==> src/adsc_pkg.sv <==
// Package with register map, field layout and reset values of the driver segment control.
package adsc_pkg;

	// ==========================================================================
	// Widths
	// ==========================================================================
	localparam int unsigned ADDR_W  = 8;
	localparam int unsigned DATA_W  = 32;
	localparam int unsigned SEG_W   = 8;
	localparam int unsigned LEVEL_W = 6;

	// ==========================================================================
	// Register indices; the byte address is four times the index
	// ==========================================================================
	localparam logic [5:0] IDX_CONTROL = 6'h10;
	localparam logic [5:0] IDX_RESULT  = 6'h11;
	localparam logic [5:0] IDX_MODMASK = 6'h12;
	localparam logic [5:0] IDX_UNMASK  = 6'h13;

	// ==========================================================================
	// Field positions inside the control register
	// ==========================================================================
	localparam int unsigned SOURCE_BIT = 7;
	localparam int unsigned LEVEL_MSB  = 6;
	localparam int unsigned LEVEL_LSB  = 1;

	// ==========================================================================
	// Reset values
	// ==========================================================================
	localparam logic [7:0]       RST_CONTROL = 8'h00;
	localparam logic [7:0]       RST_RESULT  = 8'h00;
	localparam logic [7:0]       RST_MODMASK = 8'h00;
	localparam logic [7:0]       RST_UNMASK  = 8'h00;
	localparam logic [SEG_W-1:0] SEG_ALL_ON  = 8'hFF;

	// ==========================================================================
	// Bus responses
	// ==========================================================================
	localparam logic [1:0] RESP_OKAY   = 2'h0;
	localparam logic [1:0] RESP_SLVERR = 2'h2;

	// ==========================================================================
	// Register selection
	// ==========================================================================
	typedef enum logic [2:0] {
		ADSC_SEL_CONTROL,
		ADSC_SEL_RESULT,
		ADSC_SEL_MODMASK,
		ADSC_SEL_UNMASK,
		ADSC_SEL_NONE
	} adsc_sel_t;

	// Maps a byte address to a register; the two low address bits are ignored.
	function automatic adsc_sel_t adsc_decode(input logic [ADDR_W-1:0] addr);
		adsc_sel_t sel;
		unique case (addr[ADDR_W-1:2])
			IDX_CONTROL: sel = ADSC_SEL_CONTROL;
			IDX_RESULT:  sel = ADSC_SEL_RESULT;
			IDX_MODMASK: sel = ADSC_SEL_MODMASK;
			IDX_UNMASK:  sel = ADSC_SEL_UNMASK;
			default:     sel = ADSC_SEL_NONE;
		endcase
		return sel;
	endfunction

endpackage

==> src/adsc_seg_if.sv <==
// Interface carrying segment configuration from the register bank to the driver stage.
interface adsc_seg_if;
	logic                       source;
	logic [adsc_pkg::SEG_W-1:0] result;
	logic [adsc_pkg::SEG_W-1:0] mod_mask;
	logic [adsc_pkg::SEG_W-1:0] unmod_mask;

	modport cfg (output source, output result, output mod_mask, output unmod_mask);
	modport drv (input source, input result, input mod_mask, input unmod_mask);
endinterface

==> src/adsc_reg_bank.sv <==
// Top of the antenna driver segment control: AXI4-Lite register bank and driver stage.
module adsc_reg_bank (
	// Clock and reset
	input  wire logic                          aclk,
	input  wire logic                          aresetn,
	// AXI4-Lite write address
	input  wire logic [adsc_pkg::ADDR_W-1:0]   s_axi_awaddr,
	input  wire logic [2:0]                    s_axi_awprot,
	input  wire logic                          s_axi_awvalid,
	output logic                               s_axi_awready,
	// AXI4-Lite write data
	input  wire logic [adsc_pkg::DATA_W-1:0]   s_axi_wdata,
	input  wire logic [3:0]                    s_axi_wstrb,
	input  wire logic                          s_axi_wvalid,
	output logic                               s_axi_wready,
	// AXI4-Lite write response
	output logic      [1:0]                    s_axi_bresp,
	output logic                               s_axi_bvalid,
	input  wire logic                          s_axi_bready,
	// AXI4-Lite read address
	input  wire logic [adsc_pkg::ADDR_W-1:0]   s_axi_araddr,
	input  wire logic [2:0]                    s_axi_arprot,
	input  wire logic                          s_axi_arvalid,
	output logic                               s_axi_arready,
	// AXI4-Lite read data
	output logic      [adsc_pkg::DATA_W-1:0]   s_axi_rdata,
	output logic      [1:0]                    s_axi_rresp,
	output logic                               s_axi_rvalid,
	input  wire logic                          s_axi_rready,
	// Commands and calibration engine
	input  wire logic                          set_default,
	input  wire logic                          cal_result_valid,
	input  wire logic [adsc_pkg::SEG_W-1:0]    cal_result,
	input  wire logic                          cal_level_valid,
	input  wire logic [adsc_pkg::LEVEL_W-1:0]  cal_level,
	// Transmitter state and driver outputs
	input  wire logic                          am_modulated,
	output logic                               modulated_level_source,
	output logic      [adsc_pkg::LEVEL_W-1:0]  target_level_bits,
	output logic      [adsc_pkg::SEG_W-1:0]    segment_on
);

	// ==========================================================================
	// Register storage
	// ==========================================================================
	logic [7:0] control_reg;
	logic [7:0] result_reg;
	logic [7:0] modmask_reg;
	logic [7:0] unmask_reg;

	// ==========================================================================
	// Write channel state
	// ==========================================================================
	typedef enum {ADSC_WR_COLLECT, ADSC_WR_RESP} adsc_wr_state_t;
	typedef enum {ADSC_RD_IDLE, ADSC_RD_RESP} adsc_rd_state_t;

	adsc_wr_state_t                 wr_state_reg;
	logic                           aw_held_reg;
	logic                           w_held_reg;
	logic [adsc_pkg::ADDR_W-1:0]    waddr_reg;
	logic [7:0]                     wdata_reg;
	logic                           wlane_reg;
	logic                           wr_commit;
	adsc_pkg::adsc_sel_t            wr_sel;

	// Address and data are taken independently, each while it is not yet held.
	assign s_axi_awready = (wr_state_reg == ADSC_WR_COLLECT) && !aw_held_reg;
	assign s_axi_wready  = (wr_state_reg == ADSC_WR_COLLECT) && !w_held_reg;
	assign wr_commit     = (wr_state_reg == ADSC_WR_COLLECT) && aw_held_reg
	                       && w_held_reg;
	assign wr_sel        = adsc_pkg::adsc_decode(waddr_reg);

	// Captures the write address.
	always_ff @(posedge aclk) begin
		if (!aresetn) begin
			aw_held_reg <= 1'b0;
			waddr_reg   <= '0;
		end else if (s_axi_awvalid && s_axi_awready) begin
			aw_held_reg <= 1'b1;
			waddr_reg   <= s_axi_awaddr;
		end else if (wr_commit) begin
			aw_held_reg <= 1'b0;
		end
	end

	// Captures the write data; only byte lane 0 carries register bits.
	always_ff @(posedge aclk) begin
		if (!aresetn) begin
			w_held_reg <= 1'b0;
			wdata_reg  <= '0;
			wlane_reg  <= 1'b0;
		end else if (s_axi_wvalid && s_axi_wready) begin
			w_held_reg <= 1'b1;
			wdata_reg  <= s_axi_wdata[7:0];
			wlane_reg  <= s_axi_wstrb[0];
		end else if (wr_commit) begin
			w_held_reg <= 1'b0;
		end
	end

	// Write response sequencing; a response is held until the master takes it.
	always_ff @(posedge aclk) begin
		if (!aresetn) begin
			wr_state_reg <= ADSC_WR_COLLECT;
			s_axi_bvalid <= 1'b0;
			s_axi_bresp  <= adsc_pkg::RESP_OKAY;
		end else begin
			unique case (wr_state_reg)
				ADSC_WR_COLLECT: begin
					if (wr_commit) begin
						wr_state_reg <= ADSC_WR_RESP;
						s_axi_bvalid <= 1'b1;
						s_axi_bresp  <= (wr_sel == adsc_pkg::ADSC_SEL_NONE) ?
						                adsc_pkg::RESP_SLVERR :
						                adsc_pkg::RESP_OKAY;
					end
				end
				ADSC_WR_RESP: begin
					if (s_axi_bready) begin
						wr_state_reg <= ADSC_WR_COLLECT;
						s_axi_bvalid <= 1'b0;
					end
				end
			endcase
		end
	end

	// ==========================================================================
	// Register updates
	// ==========================================================================
	logic sw_wr;

	assign sw_wr = wr_commit && wlane_reg;

	// Control register; a calibration update wins over a software write
	// in the same cycle, so a tuned level is never lost.
	always_ff @(posedge aclk) begin
		if (!aresetn || set_default) begin
			control_reg <= adsc_pkg::RST_CONTROL;
		end else begin
			if (sw_wr && wr_sel == adsc_pkg::ADSC_SEL_CONTROL) begin
				control_reg <= {wdata_reg[7:1], 1'b0};
			end
			if (cal_level_valid) begin
				control_reg[adsc_pkg::LEVEL_MSB:adsc_pkg::LEVEL_LSB] <=
					cal_level;
			end
		end
	end

	// Result register is filled only by calibration; bus writes never reach it.
	always_ff @(posedge aclk) begin
		if (!aresetn || set_default) begin
			result_reg <= adsc_pkg::RST_RESULT;
		end else if (cal_result_valid) begin
			result_reg <= cal_result;
		end
	end

	// Modulated and non-modulated segment masks.
	always_ff @(posedge aclk) begin
		if (!aresetn || set_default) begin
			modmask_reg <= adsc_pkg::RST_MODMASK;
			unmask_reg  <= adsc_pkg::RST_UNMASK;
		end else if (sw_wr) begin
			if (wr_sel == adsc_pkg::ADSC_SEL_MODMASK) begin
				modmask_reg <= wdata_reg;
			end
			if (wr_sel == adsc_pkg::ADSC_SEL_UNMASK) begin
				unmask_reg <= wdata_reg;
			end
		end
	end

	// ==========================================================================
	// Read channel
	// ==========================================================================
	adsc_rd_state_t      rd_state_reg;
	adsc_pkg::adsc_sel_t rd_sel;
	logic [7:0]          rd_byte;

	assign s_axi_arready = (rd_state_reg == ADSC_RD_IDLE);
	assign rd_sel        = adsc_pkg::adsc_decode(s_axi_araddr);

	// Read multiplexer; unmapped words read as zero with an error response.
	always_comb begin
		unique case (rd_sel)
			adsc_pkg::ADSC_SEL_CONTROL: rd_byte = control_reg;
			adsc_pkg::ADSC_SEL_RESULT:  rd_byte = result_reg;
			adsc_pkg::ADSC_SEL_MODMASK: rd_byte = modmask_reg;
			adsc_pkg::ADSC_SEL_UNMASK:  rd_byte = unmask_reg;
			default:                    rd_byte = 8'h00;
		endcase
	end

	// Read data is registered and held until the master takes it.
	always_ff @(posedge aclk) begin
		if (!aresetn) begin
			rd_state_reg <= ADSC_RD_IDLE;
			s_axi_rvalid <= 1'b0;
			s_axi_rdata  <= '0;
			s_axi_rresp  <= adsc_pkg::RESP_OKAY;
		end else begin
			unique case (rd_state_reg)
				ADSC_RD_IDLE: begin
					if (s_axi_arvalid) begin
						rd_state_reg <= ADSC_RD_RESP;
						s_axi_rvalid <= 1'b1;
						s_axi_rdata  <= {24'h000000, rd_byte};
						s_axi_rresp  <= (rd_sel == adsc_pkg::ADSC_SEL_NONE) ?
						                adsc_pkg::RESP_SLVERR :
						                adsc_pkg::RESP_OKAY;
					end
				end
				ADSC_RD_RESP: begin
					if (s_axi_rready) begin
						rd_state_reg <= ADSC_RD_IDLE;
						s_axi_rvalid <= 1'b0;
					end
				end
			endcase
		end
	end

	// ==========================================================================
	// Driver stage
	// ==========================================================================
	adsc_seg_if seg_cfg ();

	assign seg_cfg.source     = control_reg[adsc_pkg::SOURCE_BIT];
	assign seg_cfg.result     = result_reg;
	assign seg_cfg.mod_mask   = modmask_reg;
	assign seg_cfg.unmod_mask = unmask_reg;

	// Level and source go out straight from flip-flops for the analog side.
	assign modulated_level_source = control_reg[adsc_pkg::SOURCE_BIT];
	assign target_level_bits =
		control_reg[adsc_pkg::LEVEL_MSB:adsc_pkg::LEVEL_LSB];

	adsc_segment_drive u_drive (
		.aclk         (aclk),
		.aresetn      (aresetn),
		.cfg          (seg_cfg),
		.am_modulated (am_modulated),
		.segment_on   (segment_on)
	);

	// ==========================================================================
	// Checks
	// ==========================================================================

	// Source 0 in the modulated state: enables are the inverted result.
	chk_src0_result: assert property (
		@(posedge aclk) disable iff (!aresetn)
		(am_modulated && !control_reg[7]) |=> (segment_on == ~$past(result_reg))
	) else $error("modulated enables do not follow calibration result");

	// Source 1 in the modulated state: enables are the inverted direct mask.
	chk_src1_mask: assert property (
		@(posedge aclk) disable iff (!aresetn)
		(am_modulated && control_reg[7]) |=> (segment_on == ~$past(modmask_reg))
	) else $error("modulated enables do not follow direct mask");

	// Plain transmission: enables are the inverted non-modulated mask.
	chk_unmod_mask: assert property (
		@(posedge aclk) disable iff (!aresetn)
		!am_modulated |=> (segment_on == ~$past(unmask_reg))
	) else $error("plain enables do not follow non-modulated mask");

	// A segment bit follows only its own mask bit.
	chk_seg_weight: assert property (
		@(posedge aclk) disable iff (!aresetn)
		(!am_modulated && unmask_reg == 8'h80) |=> (segment_on == 8'h7F)
	) else $error("heaviest segment mapped to wrong bit");

	// Calibration result appears in the result register one edge later.
	chk_result_load: assert property (
		@(posedge aclk) disable iff (!aresetn)
		(cal_result_valid && !set_default) |=> (result_reg == $past(cal_result))
	) else $error("calibration result not stored");

	// Set-default clears every register at the next edge.
	chk_set_default: assert property (
		@(posedge aclk) disable iff (!aresetn)
		set_default |=> (control_reg == 8'h00 && result_reg == 8'h00
		                 && modmask_reg == 8'h00 && unmask_reg == 8'h00)
	) else $error("set-default left a register nonzero");

	// The unused control bit never becomes one.
	chk_unused_bit: assert property (
		@(posedge aclk) disable iff (!aresetn)
		control_reg[0] == 1'b0
	) else $error("unused control bit set");

	// A software write to the control register lands in its fields.
	chk_ctrl_write: assert property (
		@(posedge aclk) disable iff (!aresetn)
		(sw_wr && wr_sel == adsc_pkg::ADSC_SEL_CONTROL && !set_default
		 && !cal_level_valid) |=> (control_reg == {$past(wdata_reg[7:1]), 1'b0})
	) else $error("control write not stored");

	// Without calibration activity the result register holds its value.
	chk_result_ro: assert property (
		@(posedge aclk) disable iff (!aresetn)
		(!cal_result_valid && !set_default) |=> $stable(result_reg)
	) else $error("result register changed without calibration");

	// A response appears one edge after both halves of a write are held.
	chk_write_resp: assert property (
		@(posedge aclk) disable iff (!aresetn)
		wr_commit |=> s_axi_bvalid
	) else $error("write response missing");

	// The response and its code stand until the master takes them.
	chk_write_hold: assert property (
		@(posedge aclk) disable iff (!aresetn)
		(s_axi_bvalid && !s_axi_bready) |=>
			(s_axi_bvalid && $stable(s_axi_bresp))
	) else $error("write response dropped before it was taken");

	// A calibration level wins over a same-cycle software write.
	chk_cal_level: assert property (
		@(posedge aclk) disable iff (!aresetn)
		(cal_level_valid && !set_default) |=>
			(target_level_bits == $past(cal_level))
	) else $error("calibration level not stored");

	// Read data stays stable while the master stalls.
	chk_read_hold: assert property (
		@(posedge aclk) disable iff (!aresetn)
		(s_axi_rvalid && !s_axi_rready) |=> (s_axi_rvalid && $stable(s_axi_rdata))
	) else $error("read data dropped before it was taken");

	// A read is answered at the edge after the address is taken.
	chk_read_lat: assert property (
		@(posedge aclk) disable iff (!aresetn)
		(s_axi_arvalid && s_axi_arready) |=> s_axi_rvalid
	) else $error("read response late");

endmodule

==> src/adsc_segment_drive.sv <==
// Driver stage turning the segment masks or the calibration result into per-segment enables.
module adsc_segment_drive (
	// Clock and reset
	input  wire logic                       aclk,
	input  wire logic                       aresetn,
	// Configuration
	adsc_seg_if.drv                         cfg,
	// Transmit state
	input  wire logic                       am_modulated,
	// Segment enables, one bit per binary-weighted segment
	output logic      [adsc_pkg::SEG_W-1:0] segment_on
);

	// ==========================================================================
	// Per-segment selection
	// ==========================================================================
	logic [adsc_pkg::SEG_W-1:0] seg_off;

	// Each segment has its own switch; bit 7 is the heaviest weight.
	genvar i;
	generate
		for (i = 0; i < adsc_pkg::SEG_W; i++) begin : g_seg
			always_comb begin
				if (am_modulated) begin
					// Direct mask or calibration result, by source.
					seg_off[i] = cfg.source ? cfg.mod_mask[i] : cfg.result[i];
				end else begin
					seg_off[i] = cfg.unmod_mask[i];
				end
			end
		end
	endgenerate

	// Registered so that the analog switches never see a decode glitch.
	always_ff @(posedge aclk) begin
		if (!aresetn) begin
			segment_on <= adsc_pkg::SEG_ALL_ON;
		end else begin
			segment_on <= ~seg_off;
		end
	end

endmodule

==> config.mk <==
export PLATFORM = sky130hd
export DESIGN_NAME = adsc_reg_bank
export DESIGN_NICKNAME = d
export VERILOG_FILES = /design/src/adsc_pkg.sv /design/src/adsc_seg_if.sv /design/src/adsc_reg_bank.sv /design/src/adsc_segment_drive.sv
export SDC_FILE = /design/constraint.sdc
export NUM_CORES = 1
export LEC_CHECK = 0
export BUFFER_PORTS_ARGS = -buffer_cell sky130_fd_sc_hd__buf_2
export CORE_ASPECT_RATIO = 0.5
export CORE_UTILIZATION = 45
export CTS_BUF_LIST = sky130_fd_sc_hd__clkbuf_4
export DETAILED_ROUTE_END_ITERATION = 10
export PLACE_DENSITY = 0.76
export SLEW_MARGIN = 20
export SYNTH_ARGS = -nofsm -noshare
export SYNTH_HDL_FRONTEND = slang
export SYNTH_SLANG_ARGS = --single-unit
==> constraint.sdc <==
create_clock -name aclk -period 3.6 [get_ports aclk]
set_input_delay 0 -clock aclk [delete_from_list [all_inputs] [get_ports aclk]]
set_output_delay 0 -clock aclk [all_outputs]
set_load 0.02 [all_outputs]
-- Word level (Yosys, flattened, before mapping)
Cells that the tools add are included.
- register bits: 136
- bits of input ports: 83
- output and inout bits: 56
- word-level logic and storage cells: 105
- equal/unequal tests: 21
- muxes and demuxes: 38
- bitwise operators: 1
- reductions and logical operators: 27
- operators with widths (cell ; count):
    logical NOT 32 bit ; 4
    2-to-1 mux 32 bit ; 4
    one-hot mux 32 bit (2 select lines) ; 2
    == test 32 x 1 -> 1 bit (second input constant) ; 2
    == test 6 x 5 -> 1 bit (second input constant) ; 8
    one-hot mux 8 bit (4 select lines) ; 1
    one-hot mux 3 bit (4 select lines) ; 2
    2-to-1 mux 1 bit ; 23
    == test 3 x 2 -> 1 bit (second input constant) ; 4
    AND reduction 2 bit ; 6
    logical AND 1 bit ; 8
    != test 2 bit (second input constant) ; 4
    NOT 8 bit ; 1
    2-to-1 mux 7 bit ; 1
    == test 3 bit (second input constant) ; 2
    logical NOT 3 bit ; 2
    2-to-1 mux 6 bit ; 1
    nonzero test 2 bit ; 3
    2-to-1 mux 2 bit ; 2
    one-hot mux 1 bit (2 select lines) ; 2
    == test 3 x 1 -> 1 bit (second input constant) ; 1
    logical NOT 1 bit ; 3
    logical OR 1 bit ; 1

-- Logic depth before layout (Yosys ltp)
- word-level depth: 7
- depth in mapped cells: 6
- gate-level depth less buffers: 3

-- Cells and area by module
Synthesis repeated with hierarchy kept, for this count alone.
- cells, all modules: 312
- area total of the unflattened synthesis: 3139.3 sq um
- modules (own cells, without submodules) (module ; instances ; cells an instance ; area each (sq um) ; sequential area each (sq um)):
    adsc_reg_bank ; 1 ; 278 ; 2768.9 ; 1201.2
    adsc_segment_drive ; 1 ; 34 ; 370.4 ; 160.2

-- Worst setup path before layout
OpenSTA, ideal clock, no wires.
- kind: reg-to-reg
- start: reg, netlist name s_axi_bvalid
- end: reg control_reg[1]
- arrival: 1.455 ns
- setup slack: 2.027 ns
- stages on the path, launching flop included: 6
- clock period less this slack: 1.573 ns
- cell sequence: dfxtp_1 clkbuf_2 and4b_1 buf_2 a31o_2 o221a_2
- RTL lines (item ; line ; text):
    to (signal assigned) ; adsc_reg_bank.sv:139 ; control_reg <= adsc_pkg::RST_CONTROL;
    to (signal assigned) ; adsc_reg_bank.sv:142 ; control_reg <= {wdata_reg[7:1], 1'b0};
    to (signal, indexed assignment) ; adsc_reg_bank.sv:145 ; control_reg[adsc_pkg::LEVEL_MSB:adsc_pkg::LEVEL_LSB] <=
    to (decl) ; adsc_reg_bank.sv:46 ; logic [7:0] control_reg;

-- Worst setup path after layout
- start: reg waddr_reg[7] (netlist name)
- end: reg modmask_reg[5]
- longest elaborated chain between the ends: 4
- elaborated cells between the ends (all ways): 7
- classes of those cells: eq/ne: 5; mux: 1; reduce/logical: 1
- ends and longest elaborated chain (item ; line ; text):
    from (decl) ; adsc_reg_bank.sv:60 ; logic [adsc_pkg::ADDR_W-1:0] waddr_reg;
    from (signal assigned) ; adsc_reg_bank.sv:80 ; waddr_reg <= s_axi_awaddr;
    == test 6 x 5 -> 1 bit ; adsc_pkg.sv:56 ; unique case (addr[ADDR_W-1:2])
    one-hot mux 3 bit (4 select lines) (*) ; adsc_pkg.sv:56 ;
    == test 3 x 2 -> 1 bit (*) ; adsc_reg_bank.sv:166 ; if (wr_sel == adsc_pkg::ADSC_SEL_MODMASK) begin
    AND reduction 2 bit (no line) (*) ; -- ;
    to (signal assigned) ; adsc_reg_bank.sv:163 ; modmask_reg <= adsc_pkg::RST_MODMASK;
    to (signal assigned) ; adsc_reg_bank.sv:167 ; modmask_reg <= wdata_reg;
    to (decl) ; adsc_reg_bank.sv:48 ; logic [7:0] modmask_reg;
Mark *: on every way between the ends. The rest lies on a longest branch, timed or not.
A chain may end at the register's enable or synchronous reset.

==> reports/results.txt <==
Drt wl/cell -> 14.7 µm
Worst slack, placed -> 1.71 ns
Number of port buffers -> 75
Tcrit/Tclk final -> 53.7%
Net Sw Frac -> 25.5%
CTS buffer count -> 9
Drc violations -> 0
Critical-path maximum fanout -> 8
Min cycle time layout -> 1.93 ns
Die Y -> 60.4 µm
Post-synthesis cell count -> 298
DRT Wirelength -> 7380 µm
CTS tree -> done
Least-Margin Pin Slew -> 1.00 ns
Final Hold Viols -> 0
Max clock buf depth -> 2
Cts repair resizes -> 0
Clock-pin slew on the worst setup and hold paths -> 0.11 ns
Leading cell type in the layout, fill and taps excluded -> buf_2
Net Sw Power -> 0.405 mW
Placed Instances -> 440
Post-route ant nets -> 0
Top routing layer used -> met4
Synth top area cells -> dfxtp_1 (44%), mux2i_1 (16%), buf_4 (6.4%)
Post-synth top area share -> 44.4%
Initial Utilization -> 48.6%
Post-Syn Area -> 3070 µm²
Placed wire-length estimate -> 5000 µm
Share of cells above drive strength 1 -> 26.3%
Sequential share of the synthesized area -> 44.4%
Unrepaired setup endpoints after global routing -> false
Largest stage delay, worst path -> 0.59 ns
Met2 WL -> 3550 µm
Placeable Area -> 6310 µm²
P_leak -> 1.87 nW
Core Rows -> 20
Yosys top cell by area -> dfxtp_1
Via count -> 2,504
Antenna violations before repair -> 0
H-tree levels -> 3
Clock Sinks -> 68
Final GP Congestion -> 0.738
Worst-case vdd ir drop -> 0.266 mV
Setup violators final -> 0
Mux contribution to synthesized area -> 21.5%
Simple-gate portion of the synthesized area -> 14.6%
Adder-cell share of the synthesized area -> 0%
Largest family of logic cells by synthesized area -> multiplexers
Commonest non-fill, non-tap cells in the layout -> buf_2 (75), dfxtp_1 (68), mux2i_1 (50)
Status -> finished clean
Die W -> 119 µm
Power Internal -> 1.18 mW
Synth Register Bits -> 68
Worst skew pair latency -> 0.42 ns
# Post-CTS Setup Buffers -> 0
Final Max Tran Viols -> 0
Pre-antenna DRT Iters -> 4
Vias in the first global route -> 2,368
Worst Skew -> 0.0138 ns
Worst Hold Class -> input pin to flip-flop
Comb power frac -> 14.4%
Remaining Overflow, GRT -> 0
Peak Freq -> 517 MHz
Share of total power in sequential cells -> 50.7%
Rel. slew slack -> 32.7%
XOR/XNOR share of the synthesized area -> 0%
Cell Pwr Density -> 396 nW/µm²
Crit path cell chain -> nor4b_4 -> nand4b_1 -> mux2i_1
Startpoint types -> flip-flop
Ys Warns -> 0
First-pass GRT wire length -> 11,500 µm
Met3 wire length -> 433 µm
Die Area -> 7170 µm²
Root Buffer -> clkbuf_4
WL met1 -> 3330 µm
Largest net degree at the start of global routing -> 34
Worst path slowest cell -> nand4b_1
WP data required -> 3.93 ns
Max_cap viols -> 0
All-Layer GR Usage -> 21.4%
Final net count -> 493
Top-level I/O count -> 139
Setup TNS -> 0 ns
Critical path endpoint category -> flip-flop
Kind of critical path -> flip-flop to flip-flop
Post-route insts no fill -> 503
Final worst slack -> 1.67 ns
Area grow syn2layout -> 30.7%
First DRT Iteration DRCs -> 102
Hold-fix buffer count after cts -> 46
Distinct cells, synth -> 32
Compound-cell area share of the yosys netlist -> 9.26%
Power share of the clock group -> 35.0%
Vias/cell -> 4.98
Worst EP arrival -> 2.27 ns
Mapped Avg Cell Area -> 10.3 µm²
ANT cells -> 0
[metal layers]
| layer | GRT usage (%) | vias up |
|---|---|---|
| met2 | 38.3 | 105 |
| met4 | 7.96 | 0 |
| li1 | - | 1216 |
| met3 | 7.14 | 6 |
| met1 | 24.7 | 1177 |
| met5 | 0 | - |
[path summary, 6_finish.rpt]
| kind | from | end | slack [ns] | cells after the start |
|---|---|---|---|---|
| worst max-delay path | waddr_reg[7]$_SDFFE_PN0P_ | modmask_reg[5]$_SDFFE_PP0P_ | 1.67 | 3 |
| worst min-delay path | aresetn | u_drive.segment_on[6]$_SDFF_PN1_ | 0.05 | 2 |
| worst max register to register | waddr_reg[7]$_SDFFE_PN0P_ | modmask_reg[5]$_SDFFE_PP0P_ | 1.67 | 3 |
| worst min register to register | modmask_reg[3]$_SDFFE_PP0P_ | modmask_reg[3]$_SDFFE_PP0P_ | 0.49 | 2 |
[Yosys cell counts]
library cell	instances
nand4b_1	1
nor3b_1	2
a22o_1	8
nand4_4	1
nor4b_1	1
clkbuf_2	1
nand2_1	36
o211a_1	2
and3_1	1
buf_4	26
o211ai_1	8
clkbuf_1	12
o21a_1	1
conb_1	1
o21ai_0	1
nor4b_4	1
mux2i_1	50
o221a_2	6
inv_1	7
nand2b_1	3
a31o_2	1
nor2_1	11
dfxtp_1	68
nand4b_2	1
nand3_1	1
buf_1	1
buf_2	7
and4b_1	1
and3b_1	1
nor2b_1	21
mux4_2	7
a21oi_1	9
[power groups by stage]
stage,sequential (mW),clock (mW),combinational (mW)
floorplan,0.824,0,0.144
global placement,0.818,0,0.178
detailed placement,0.820,0,0.185
CTS,0.803,0.571,0.225
global route,0.807,0.609,0.245
finish,0.804,0.555,0.228
[cell type report]
class	instances	area, µm²
inverter	7	26.3
sequential	68	1360
tap	88	110
fill	502	2300
clock inverter	5	76.3
timing repair buffer	123	853
clock buffer	11	82.6
multi-input combinational	201	1500
[through the flow]
step / utilization [%] / hold slack, ns / instance area [µm²] / power (mW)
4_1_cts: 63.3 / 0.00152 / 3990 / 1.60
5_1_grt: 63.6 / 0.0546 / 4010 / 1.66
2_1_floorplan: - / 0.138 / 3160 / 0.969
3_3_place_gp: 53.5 / 0.232 / 3370 / 0.996
3_5_place_dp: 53.5 / 0.244 / 3370 / 1.00
6_report: 63.6 / 0.0539 / 4010 / 1.59
[cells by family after synthesis]
| family | Yosys count |
|---|---|
| compound gates | 36 |
| buf+inv | 54 |
| flops | 68 |
| other cells | 1 |
| mux | 57 |
| simple gates | 82 |
[critical path: cells and delay by family (launching register included)]
kind / cells / cell delay [ns]
muxes: 1 / 0.34
and+or+nand+nor: 2 / 1.15
DFF: 1 / 0.36
Power figures use the tool's default switching activity.
